### src/common/standby_pkg.sv
// Purpose: Constants and types shared by the standby controller
// Assumes: 32-bit AHB-Lite register bus, 25 MHz system clock
// Notes:   Offsets are byte addresses
package standby_pkg;

    // ----------------------------------------
    // Register map
    // ----------------------------------------
    localparam logic [7:0] CTRL_OFF = 8'h00;
    localparam logic [7:0] MODE_OFF = 8'h04;
    localparam logic [7:0] STAT_OFF = 8'h08;
    localparam logic [7:0] KEY_OFF  = 8'h0c;

    // ----------------------------------------
    // Field positions
    // ----------------------------------------
    localparam int REQ_BIT      = 1;
    localparam int INT_MASK_BIT = 4;
    localparam int NMI_MASK_BIT = 5;
    localparam int WDT_MASK_BIT = 6;
    localparam int ARMED_BIT    = 2;

    // ----------------------------------------
    // Values
    // ----------------------------------------
    localparam logic [7:0] CTRL_RESET = 8'h00;
    localparam logic [1:0] MODE_RESET = 2'h0;
    localparam logic [7:0] UNLOCK_KEY = 8'ha5;
    localparam logic [1:0] SEL_LIGHT  = 2'h0;
    localparam int         NUM_EXT    = 15;
    localparam int         PRIO_W     = 3;

    typedef enum logic [1:0] {
        ST_NORMAL = 2'b00,
        ST_HALT   = 2'b01,
        ST_LIGHT  = 2'b10
    } pm_state_t;

endpackage

### src/standby_ctrl.sv
// Purpose: Halt and light idle standby controller with AHB-Lite registers
// Assumes: CPU pulses halt_cmd when it executes the halt instruction
// Notes:   Deeper standby modes are not entered; their requests are dropped
//
// Behaviour
// Software follows the halt instruction with five or more no-operations.
// Halt with a pending unmasked request enters, then leaves at once.
// Halt ends on nmi pin, watchdog irq, unmasked pins 0..14, internal irq.
// Any reset source ends either standby state with a full reset.
// Interrupt exit from halt restores normal mode with cpu clock on.
// Any wake request ends halt regardless of priority.
// In a service routine, lower priority wake stays pending, unacknowledged.
// In a service routine, higher priority or nmi wake is acknowledged.
// Non-maskable wake always branches to the handler.
// Maskable wake branches only if enabled and acknowledged, else next instruction.
// Port levels, registers and RAM stay frozen while halted.
// Interval timer runs in halt unless counting subclock without subclock.
// Selection 00 plus request bit set enters light idle.
// Light idle keeps oscillator, PLL, flash; gates cpu and peripheral clocks.
// Subclock and external-clock peripherals keep running in light idle.
// RAM contents held unchanged throughout light idle.
// Light idle exit needs no stabilisation wait.
// Software follows the idle request store with five or more no-operations.
// Pending unmasked request ends light idle immediately.
// Light idle ends on nmi, watchdog, unmasked pins, running internal irq, reset.
// Selection 00 light, 10 deep, 01/11 stop; valid only with request bit.
// Three mask bits block nmi pin, watchdog and maskable idle release.
// Mask bits are ignored for halt release.
// Control register changes only through the unlock key sequence.
// Separate clock enables per group, running after reset.
//
// Implementation choices: the AHB-Lite interface to the registers and the register offsets.
`timescale 1ns/10ps
`default_nettype none

module standby_ctrl
    import standby_pkg::*;
(
    // Clock and reset
    input  wire logic                          mclk,
    input  wire logic                          rstn,
    // AHB-Lite slave
    input  wire logic                          hsel,
    input  wire logic [31:0]                   haddr,
    input  wire logic [1:0]                    htrans,
    input  wire logic                          hwrite,
    input  wire logic [2:0]                    hsize,
    input  wire logic [31:0]                   hwdata,
    input  wire logic                          hready,
    output logic      [31:0]                   hrdata,
    output logic                               hreadyout,
    output logic                               hresp,
    // Processor core and interrupt controller
    input  wire logic                          halt_cmd,
    input  wire logic                          global_irq_enabled,
    input  wire logic                          in_service,
    input  wire logic [standby_pkg::PRIO_W-1:0] service_prio,
    input  wire logic [standby_pkg::PRIO_W-1:0] req_prio,
    input  wire logic [standby_pkg::NUM_EXT-1:0] ext_irq_enable,
    input  wire logic                          int_irq_halt,
    input  wire logic                          int_irq_light,
    // Wake sources
    input  wire logic                          nmi_pin,
    input  wire logic [standby_pkg::NUM_EXT-1:0] ext_irq_pins,
    input  wire logic                          watchdog_irq,
    // Reset sources
    input  wire logic                          watchdog_reset,
    input  wire logic                          power_on_clear,
    input  wire logic                          low_voltage_detect,
    input  wire logic                          clock_monitor,
    // Timer configuration
    input  wire logic                          timer_on_subclock,
    input  wire logic                          subclock_used,
    // Clock enables and status
    output logic                               cpu_clk_en,
    output logic                               periph_clk_en,
    output logic                               ext_periph_clk_en,
    output logic                               interval_timer_en,
    output logic                               osc_pll_flash_en,
    output logic                               hold_state,
    output logic                               wake_branch,
    output logic                               wake_next,
    output logic                               sys_reset_req,
    output pm_state_t                          pm_state
);

    typedef struct packed {
        pm_state_t            st;
        logic [7:0]           ctrl;
        logic [1:0]           mode;
        logic                 armed;
        logic                 dp_wr;
        logic [7:0]           dp_addr;
        logic [31:0]          rdata;
        logic                 branch;
        logic                 next;
        logic                 rst_req;
        logic [2:0]           nmi_s;
        logic                 nmi_f;
        logic [NUM_EXT-1:0]   ext_s1;
        logic [NUM_EXT-1:0]   ext_s2;
        logic [NUM_EXT-1:0]   ext_s3;
        logic [NUM_EXT-1:0]   ext_f;
    } regs_t;

    regs_t r_q;
    regs_t r_d;

    // ----------------------------------------
    // Helpers
    // ----------------------------------------
    // Filtered level moves only when the last two stages agree
    function automatic logic [NUM_EXT-1:0] agree(
        input logic [NUM_EXT-1:0] a,
        input logic [NUM_EXT-1:0] b,
        input logic [NUM_EXT-1:0] f
    );
        agree = (a & b) | (f & (a | b));
    endfunction

    // Exit kind as {branch, next}; exactly one of them is set
    // Shared by halt and light idle so both exits decide alike
    function automatic logic [1:0] exit_kind(
        input logic nmi,
        input logic msk,
        input logic ack
    );
        logic go_handler;
        go_handler = nmi | (msk & ack);
        exit_kind  = {go_handler, ~go_handler};
    endfunction

    logic               take;
    logic               nmi_any;
    logic               nmi_idle;
    logic               mask_halt;
    logic               mask_idle;
    logic               wake;
    logic               any_rst;
    logic               acked;
    logic [NUM_EXT-1:0] ext_hit;

    // ----------------------------------------
    // Wake decode
    // ----------------------------------------
    always_comb
    begin
        ext_hit   = r_q.ext_f & ext_irq_enable;
        nmi_any   = r_q.nmi_f | watchdog_irq;
        // Halt release ignores the mask bits
        mask_halt = (|ext_hit) | int_irq_halt;
        nmi_idle  = (r_q.nmi_f & ~r_q.ctrl[NMI_MASK_BIT])
                  | (watchdog_irq & ~r_q.ctrl[WDT_MASK_BIT]);
        mask_idle = ((|ext_hit) | int_irq_light) & ~r_q.ctrl[INT_MASK_BIT];
        case (r_q.st)
            ST_HALT:  wake = nmi_any | mask_halt;
            ST_LIGHT: wake = nmi_idle | mask_idle;
            default:  wake = 1'b0;
        endcase
        // Lower priority in a service routine wakes but is left pending
        acked = global_irq_enabled & (~in_service | (req_prio < service_prio));
        any_rst = watchdog_reset | power_on_clear | low_voltage_detect | clock_monitor;
        take = hsel & hready & htrans[1];
    end

    // ----------------------------------------
    // Next state
    // ----------------------------------------
    always_comb
    begin
        r_d         = r_q;
        r_d.branch  = 1'b0;
        r_d.next    = 1'b0;
        r_d.rst_req = any_rst;
        r_d.nmi_s   = {r_q.nmi_s[1:0], nmi_pin};
        r_d.nmi_f   = (r_q.nmi_s[1] & r_q.nmi_s[2])
                    | (r_q.nmi_f & (r_q.nmi_s[1] | r_q.nmi_s[2]));
        r_d.ext_s1  = ext_irq_pins;
        r_d.ext_s2  = r_q.ext_s1;
        r_d.ext_s3  = r_q.ext_s2;
        r_d.ext_f   = agree(r_q.ext_s2, r_q.ext_s3, r_q.ext_f);

        // ----------------------------------------
        // Register bus
        // ----------------------------------------
        // Zero wait states: read data is registered in the address phase
        r_d.dp_wr = take & hwrite;
        if (take)
        begin
            r_d.dp_addr = haddr[7:0];
        end
        if (take & ~hwrite)
        begin
            case (haddr[7:0])
                CTRL_OFF: r_d.rdata = {24'h000000, r_q.ctrl};
                MODE_OFF: r_d.rdata = {30'h00000000, r_q.mode};
                STAT_OFF: r_d.rdata = {29'h00000000, r_q.armed, r_q.st};
                default:  r_d.rdata = 32'h00000000;
            endcase
        end
        if (r_q.dp_wr)
        begin
            r_d.armed = 1'b0;
            case (r_q.dp_addr)
                KEY_OFF: r_d.armed = (hwdata[7:0] == UNLOCK_KEY);
                MODE_OFF: r_d.mode = hwdata[1:0];
                CTRL_OFF:
                begin
                    if (r_q.armed)
                    begin
                        r_d.ctrl[REQ_BIT] = hwdata[REQ_BIT];
                        // Masks written together with the request do not take
                        if (!hwdata[REQ_BIT])
                        begin
                            r_d.ctrl[WDT_MASK_BIT] = hwdata[WDT_MASK_BIT];
                            r_d.ctrl[NMI_MASK_BIT] = hwdata[NMI_MASK_BIT];
                            r_d.ctrl[INT_MASK_BIT] = hwdata[INT_MASK_BIT];
                        end
                    end
                end
                default: r_d.armed = 1'b0;
            endcase
        end

        // ----------------------------------------
        // Power state machine
        // ----------------------------------------
        case (r_q.st)
            ST_NORMAL:
            begin
                if (halt_cmd)
                begin
                    r_d.st = ST_HALT;
                end
                else if (r_q.ctrl[REQ_BIT])
                begin
                    if (r_q.mode == SEL_LIGHT)
                    begin
                        r_d.st = ST_LIGHT;
                    end
                    else
                    begin
                        // Deep and stop modes are not built here
                        r_d.ctrl[REQ_BIT] = 1'b0;
                    end
                end
            end
            ST_HALT, ST_LIGHT:
            begin
                // No stabilisation wait: back to normal on the next edge
                if (wake)
                begin
                    r_d.st            = ST_NORMAL;
                    r_d.ctrl[REQ_BIT] = 1'b0;
                    if (r_q.st == ST_LIGHT)
                    begin
                        {r_d.branch, r_d.next} = exit_kind(nmi_idle, mask_idle, acked);
                    end
                    else
                    begin
                        {r_d.branch, r_d.next} = exit_kind(nmi_any, mask_halt, acked);
                    end
                end
            end
            default: r_d.st = ST_NORMAL;
        endcase

        // ----------------------------------------
        // Reset sources
        // ----------------------------------------
        // Override state, control, mode, key and wake pulses, so a wake in the same cycle gives no pulse
        if (any_rst)
        begin
            r_d.st     = ST_NORMAL;
            r_d.ctrl   = CTRL_RESET;
            r_d.mode   = MODE_RESET;
            r_d.armed  = 1'b0;
            r_d.branch = 1'b0;
            r_d.next   = 1'b0;
        end
    end

    // ----------------------------------------
    // State register
    // ----------------------------------------
    always_ff @(posedge mclk)
    begin
        if (!rstn)
        begin
            r_q <= '0;
        end
        else
        begin
            r_q <= r_d;
        end
    end

    // ----------------------------------------
    // Outputs
    // ----------------------------------------
    assign hrdata            = r_q.rdata;
    assign hreadyout         = 1'b1;
    assign hresp             = 1'b0;
    assign cpu_clk_en        = (r_q.st == ST_NORMAL);
    assign periph_clk_en     = (r_q.st != ST_LIGHT);
    assign ext_periph_clk_en = 1'b1;
    assign osc_pll_flash_en  = 1'b1;
    // Light idle stops it unless a subclock count clock is present
    assign interval_timer_en = (r_q.st == ST_LIGHT)
                             ? (timer_on_subclock & subclock_used)
                             : ~(timer_on_subclock & ~subclock_used);
    assign hold_state        = (r_q.st != ST_NORMAL);
    assign wake_branch       = r_q.branch;
    assign wake_next         = r_q.next;
    assign sys_reset_req     = r_q.rst_req;
    assign pm_state          = r_q.st;

endmodule

`default_nettype wire

### config.mk
export PLATFORM = sky130hd
export DESIGN_NAME = standby_ctrl
export DESIGN_NICKNAME = d
export VERILOG_FILES = /design/src/common/standby_pkg.sv /design/src/standby_ctrl.sv
export SDC_FILE = /design/constraint.sdc
export NUM_CORES = 1
export LEC_CHECK = 0
export CORE_AREA = 2 2 88 90
export CTS_BUF_LIST = sky130_fd_sc_hd__clkbuf_4 sky130_fd_sc_hd__clkbuf_8
export CTS_CLUSTER_DIAMETER = 60
export DETAILED_ROUTE_END_ITERATION = 16
export DIE_AREA = 0 0 90 92
export DONT_BUFFER_PORTS = 1
export HOLD_SLACK_MARGIN = 0.08
export PLACE_DENSITY = 0.6
export SLEW_MARGIN = 20
export SYNTH_ARGS = -nofsm -noshare
export SYNTH_HDL_FRONTEND = slang
export SYNTH_SLANG_ARGS = --single-unit
### constraint.sdc
create_clock -name mclk -period 2.7 [get_ports mclk]
set_clock_uncertainty 0.05 [all_clocks]
set_input_delay 0.135 -clock mclk [delete_from_list [all_inputs] [get_ports mclk]]
set_output_delay 0.135 -clock mclk [all_outputs]
set_load 0.02 [all_outputs]
==> metrics.cfg, run 1 <==
[routing]
drt_first_pass_iters=6
via_per_inst=4.716
via_count=2462
wl_mm=6.751
wl_per_cell_um=12.93
ant_nets=0
drc=0
drt_iter0_drc=43

[sta]
fin_ws_ns=0.4985
max_freq_mhz=454.2
rsz0062_at_grt=no
maxSlewHeadroom=0.5699
period_needed_ns=2.201
final-hold-violation-count=0
period_share=0.8154
setup_viol_count_final=0
drv_slew=0
fin_tns_setup_ns=0
tightestPinTransition_ns=0.6385

[cts]
clock-sinks=91
htree_levels=3
clock_latency_ns=0.34
cts_tree=yes
cts_resized=0
cts_buffers=9
cts_setup_buffers=0
cts_buffer_depth=2
clockRootBuffer=clkbuf_8
clk_pin_slew_worst_paths_ns=0.09
ctsHoldBuffers=51

[die]
die-area_um2=8280
num_io_pins=168
row_count=32
die_w_um=90
die_h_um=92
initial_core_util=0.4830
core_um2=7447

[final_layout]
drive_above_1_share=0.05476
num_antenna_cells=0
area_growth_pct=18.50
fin_nets=544

[critical_path]
end_kind=register
cp.required_ns=2.89
reg2reg_slack_ns=0.50
path_class=reg -> reg
crit_arrival_ns=2.39
crit_path_start_kind=register
path_max_fanout=3
r2r_start=r_q[3]
crit_start=r_q[3]

[placement]
post-place-ws_ns=0.4235
gp_congestion=0.7476
numPortBuffers=0
hpwlAfterDp_mm=4.267

[power]
max-vdd-ir-drop_v=0.0004133
p_leak_nw=1.712
p_per_area_nw_per_um2=609.0

[logic_synthesis]
avgSynthCellArea_um2=9.644
netlist_area_um2=3597
synth_edf_count=0
synth_cell_types=42
ys_ff_latch=91
syn_inst=373
ys_seq_area_frac=0.5064
ys_warn_count=0
synth_flop_cell=dfxtp_1
async_flop_share=0

[worst_hold_path]
min_path_type=in -> reg
min_from=rstn

[grt]
grt_max_degree=71
grt_pass1_wl_mm=11.36
grt_antenna_before_repair=0
gr-usage-all-layers=0.1721
grt_overflow_total=0
grt_pass1_vias=2543

[outcome]
status=complete, no violations

[job]
drv_cap=0

==> final timing paths <==
kind,end,cells past startpoint
setup / recovery,pm_state[1],6
hold / removal,hrdata[0],2
setup reg to reg,pm_state[1],6
hold reg to reg,r_d[27],1
==> cell usage after synthesis, types with 2 or more instances <==
master	n	area, um^2
dfxtp_1	91	1822
and2_1	48	300.3
buf_4	38	285.3
nand2_1	36	135.1
a21boi_0	24	180.2
o21ai_0	17	85.08
nor2_1	14	52.55
a22oi_1	12	90.09
inv_1	11	41.29
clkbuf_1	10	37.54
nor2b_1	9	56.30
mux2i_1	7	70.07
ha_1	6	75.07
nand3_1	5	25.02
a21oi_1	4	20.02
nand2b_1	3	18.77
nor3_1	3	15.01
and3_1	2	12.51
conb_1	2	7.510
nand4_1	2	12.51
nor3b_1	2	15.01
nor4_1	2	12.51
nor4_2	2	25.02
o211a_1	2	20.02
o21ai_1	2	10.01
o21ba_1	2	20.02
or2_1	2	12.51
==> flip-flops by register name, indices dropped and copies added (netlist names) <==
register and count:
r_d 32, pm_state 2, sys_reset_req 1, wake_next 1
hrdata 6, r_q 48, wake_branch 1
==> layout make-up <==
class | instances | area (um^2)
Inverter | 11 | 41.29
Clock buffer | 10 | 137.6
Fill cell | 684 | 3184
Clock inverter | 6 | 95.09
Sequential cell | 91 | 1822
Tap cell | 102 | 127.6
Timing Repair Buffer | 52 | 528.0
Multi-Input combinational cell | 250 | 1511
==> critical path, cell delays in order, from the launching register on <==
cell and delay, ns:
dfxtp_1 0.32, a222oi_1 0.40, nand3_1 0.23, o41a_1 0.44, nand2b_4 0.16, o21ba_1 0.21
mux2_4 0.29
==> per-stage QoR <==
stage | cell area (um^2) | instances | util | total power [W] | hold WS (ns)
6_report | 4263 | 522 | 0.5724 | 0.002596 | 0.09889
5_1_grt | 4263 | 522 | 0.5724 | 0.002725 | 0.1069
4_1_cts | 4263 | 522 | 0.5724 | 0.002636 | 0.08298
3_5_place_dp | 3510 | 455 | 0.4713 | 0.001524 | 0.2153
3_3_place_gp | 3510 | 455 | 0.4713 | 0.001521 | 0.2135
2_1_floorplan | 3702 | 401 | - | 0.001557 | 0.2123
==> per-layer routing <==
layer	GRT usage	up-vias	wire, um
met2	0.3152	64	3483
met1	0.1888	1125	2857
met5	0	-	0
met4	0.07179	0	71
li1	-	1267	-
met3	0.04437	6	339
==> report_power, final <==
part | internal (W) | switching, W | leakage (nW)
combinational | 0.0000849 | 0.0000876 | 0.852
sequential | 0.00138 | 0.0000154 | 0.742
clock | 0.000557 | 0.000475 | 0.117
total | 0.00202 | 0.000578 | 1.71
==> cell usage in the layout, fill, tap and decap left out, types with 2 or more instances in the layout <==
cell type	instances
nor4_1	2
ha_1	6
mux2i_1	7
nand3_1	5
clkinv_4	2
o21ai_0	17
or2_1	2
o21ba_1	2
nand4_1	2
nor4_2	2
nor2b_1	9
dfxtp_1	91
a21oi_1	4
a21boi_0	24
and3_1	2
dlygate4sd3_1	50
inv_6	2
nand2b_1	3
nand2_1	36
and2_1	48
clkbuf_8	10
bufinv_16	2
o21ai_1	2
conb_1	30
nor3_1	3
o211a_1	2
nor3b_1	2
inv_1	11
nor2_1	14
a22oi_1	12
==> kinds of logic (layout without fill, tap and decap cells) <==
logic type / count (synthesis) / count (layout) / synth area share
multiplexers: 8 / 8 / 0.02365
AND/OR/NAND/NOR: 134 / 134 / 0.2038
adder cells (fa/ha/maj): 6 / 6 / 0.02087
AO/OA/AOI/OAI: 72 / 72 / 0.1405
other: 2 / 30 / 0.002088
buffers and inverters: 60 / 79 / 0.1026
flip-flops: 91 / 91 / 0.5064
Power figures use the tool's default switching activity.
==> inputs of run 2 (changes only) <==
Settings changed: ABC_AREA set to 1, CORE_AREA 2 2 88 90 to 2 2 89 91, DIE_AREA 0 0 90 92 to 0 0 91 93.
Clock period 2.7 ns to 2.1 ns, I/O delays scaled along.
==> run 2 against run 1 <==
- cell area grew 4.3%
- cell count is 23% higher
- utilization rose by 1.8 points
- clock power rose by 31%
- power increased by 32%
- via count grew 17%
- first-iteration DRC count up 130%
- critical path depth grew 1
- non-clock buffer count is 8 higher
- global-route usage is 0.87 points higher
- critical endpoint is now r_q[115]
==> metrics.cfg, run 2 <==
[logic_synthesis]
avgSynthCellArea_um2=7.650  ; was 9.644 um^2
synth_flop_cell=dfxtp_1  ; unchanged
netlist_area_um2=3680  ; was 3597 um^2
synth_edf_count=0  ; unchanged
synth_cell_types=27  ; was 42
ys_ff_latch=91  ; unchanged
ys_warn_count=0  ; unchanged
synth_top_cell_area_share=0.4951  ; was 0.5064
synth_common_cells=102 x nand2_1, 91 x dfxtp_1, 82 x inv_1, 38 x a21oi_1, 38 x buf_4  ; was 91 x dfxtp_1, 48 x and2_1, 38 x buf_4, 36 x nand2_1, 24 x a21boi_0
syn_inst=481  ; was 373
async_flop_share=0  ; unchanged
yosysTopAreaCell=dfxtp_1  ; unchanged
yosysMostFrequentCell=nand2_1  ; was dfxtp_1
ys_seq_area_frac=0.4951  ; was 0.5064
yosys-top-cells-area=dfxtp_1 50%, nand2_1 10%, inv_1 8.4%  ; was dfxtp_1 51%, and2_1 8.3%, buf_4 7.9%

[routing]
wl_per_cell_um=11.40  ; was 12.93 um
via_count=2877  ; was 2462
wl_mm=7.299  ; was 6.751 mm
wl_met1_mm=3.143  ; was 2.857 mm
drc=0  ; unchanged
drt_iter0_drc=98  ; was 43
wl_met3_um=429  ; was 339 um
route.met2.wl_mm=3.619  ; was 3.483 mm
highest_layer=met4  ; unchanged
ant_nets=0  ; unchanged
drt_first_pass_iters=6  ; unchanged
via_per_inst=4.495  ; was 4.716

[critical_path]
cp.required_ns=2.32  ; was 2.89 ns
cp_slowest_cell=dlygate4sd3_1  ; was o41a_1
crit_start=clock_monitor  ; was r_q[3]
crit_top_cell=dlygate4sd3_1
end_kind=register  ; unchanged
path_max_fanout=7  ; was 3
crit_arrival_ns=2.03  ; was 2.39 ns
path_cells=dlygate4sd3_1 -> nor4_1 -> dlygate4sd3_1 -> nand2_1 -> clkinv_1 -> o21ai_0 -> a21oi_1  ; was a222oi_1 -> nand3_1 -> o41a_1 -> nand2b_4 -> o21ba_1 -> mux2_4
reg2reg_slack_ns=0.49  ; was 0.50 ns
r2r_end=pm_state[0]  ; was pm_state[1]
r2r_cells=8  ; was 6
crit_path_start_kind=input port  ; was register
max_stage_delay_ns=0.61  ; was 0.44 ns
r2r_start=pm_state[0]  ; was r_q[3]
path_class=in -> reg  ; was reg -> reg

[sta]
setup_viol_count_final=0  ; unchanged
final-hold-violation-count=0  ; unchanged
rsz0062_at_grt=no  ; unchanged
period_share=0.8611
fin_ws_ns=0.2917  ; was 0.4985 ns
drv_slew=0  ; unchanged
period_needed_ns=1.808
fin_tns_setup_ns=0  ; unchanged
max_freq_mhz=553.0

[worst_hold_path]
hold_depth=5  ; was 2
min_from=haddr[2]  ; was rstn
min_path_type=in -> reg  ; unchanged
holdPathEnd=hrdata[2]  ; was hrdata[0]

[cts]
htree_levels=3  ; unchanged
cts_buffer_depth=2  ; unchanged
cts_setup_buffers=0  ; unchanged
cts_buffers=9  ; unchanged
clock_latency_ns=0.35  ; was 0.34 ns
clk_pin_slew_worst_paths_ns=0.08  ; was 0.09 ns
clockRootBuffer=clkbuf_8  ; unchanged
cts_tree=yes  ; unchanged
clock-sinks=91  ; unchanged

[power]
max-vdd-ir-drop_v=0.0005294  ; was 0.0004133 V
p_per_area_nw_per_um2=768.4  ; was 609.0 nW/um^2
p_leak_nw=2.168  ; was 1.712 nW

[grt]
grt_pass1_vias=2731  ; was 2543
grt_pass1_wl_mm=12.17  ; was 11.36 mm
grt_max_degree=68  ; was 71
gr-usage-all-layers=0.1808  ; was 0.1721
grt_antenna_before_repair=0  ; unchanged
grt_overflow_total=0  ; unchanged

[die]
num_io_pins=168  ; unchanged
die_w_um=91  ; was 90 um
die-area_um2=8463  ; was 8280 um^2
initial_core_util=0.4889  ; was 0.4830
die_h_um=93  ; was 92 um
core_um2=7527  ; was 7447 um^2
row_count=32  ; unchanged

[placement]
numPortBuffers=0  ; unchanged
postPlaceCellArea_um2=3622  ; was 3510 um^2
hpwlAfterDp_mm=4.765  ; was 4.267 mm
post-place-ws_ns=0.5110  ; was 0.4235 ns
gp_congestion=0.8713  ; was 0.7476

[final_layout]
fin_nets=662  ; was 544
final_cell_mix=101 x nand2_1, 89 x dfxtp_1, 82 x inv_1  ; was 91 x dfxtp_1, 50 x dlygate4sd3_1, 48 x and2_1
regMostFlops=r_q  ; unchanged
n_fill_cell=706  ; was 684
largest_reg_flops=48  ; unchanged
drive_above_1_share=0.07435  ; was 0.05476
design_area_um2=4447  ; was 4263 um^2
num_antenna_cells=0  ; unchanged
area_growth_pct=20.84  ; was 18.50%
final_common_cell=nand2_1  ; was dfxtp_1
utilization=0.5908  ; was 0.5724

[outcome]
status=complete, no violations  ; unchanged

[job]
drv_cap=0  ; unchanged

## run 2: power breakdown
group          total [W]  internal, W  leakage, nW  switching, W
clock            0.00135     0.000720        0.120      0.000628
combinational   0.000274     0.000117         1.30      0.000157
sequential       0.00179      0.00177        0.744     0.0000227
total            0.00342      0.00261         2.17      0.000809
## run 2: cell type report
cell class / instances / area (um^2) / area share
repair buffers: 60 / 608.1 / 0.1367
inverters: 87 / 326.6 / 0.07344
multi-input cells: 284 / 1326 / 0.2983
flip-flops and latches: 91 / 1824 / 0.4102
well taps: 102 / 127.6 / 0.02870
clock inverters: 6 / 96.34 / 0.02167
clock buffers: 10 / 137.6 / 0.03095
## run 2: worst max-delay path, delay by kind of cell
kind / cells / cell delay [ns]
buffers and inverters: 3 / 1.34
AOI/OAI and AO/OA: 2 / 0.26
and+or+nand+nor: 2 / 0.32
## run 2: stage by stage
step | hold slack [ns] | cells | total power, W
final | 0.09865 | 640 | 0.003417
after global routing | 0.09906 | 640 | 0.003569
after CTS | 0.09663 | 642 | 0.003443
after detailed placement | 0.1565 | 568 | 0.001999
after global placement | 0.1547 | 568 | 0.001994
after floorplan | 0.1526 | 509 | 0.002031
## run 2: layer usage
metal / up-vias / GRT usage
li1: 1518 / -
met5: - / 0
met1: 1257 / 0.2051
met2: 91 / 0.3272
met4: 0 / 0.06944
met3: 11 / 0.04512
## run 2: cells by family (layout without fill, tap and decap cells)
logic type,Yosys count,count (layout),share of synthesized area
AOI/OAI and AO/OA,77,77,0.1074
adders and majority gates,6,6,0.02040
buffers and inverters,134,163,0.1758
DFF,91,91,0.4951
other,2,30,0.002041
and+or+nand+nor,171,171,0.1993
## run 2: what timing repair did
action | 4_1_cts | 5_1_grt
endpoints found under the setup margin | 0 | 6
gates resized for setup | 0 | 5
hold buffers | 58 | 0
hold endpoints to repair | 91 | 0
## run 2: worst max path at each step
| stage | end | slack, ns | depth (start not counted) |
|---|---|---|---|
| floorplan | pm_state[0] | 0.62 | 8 |
| global placement | pm_state[0] | 0.51 | 8 |
| detailed placement | pm_state[0] | 0.51 | 8 |
| CTS | pm_state[0] | 0.07 | 14 |
| global route | r_q[115] | 0.13 | 7 |
| finish | r_q[115] | 0.29 | 7 |
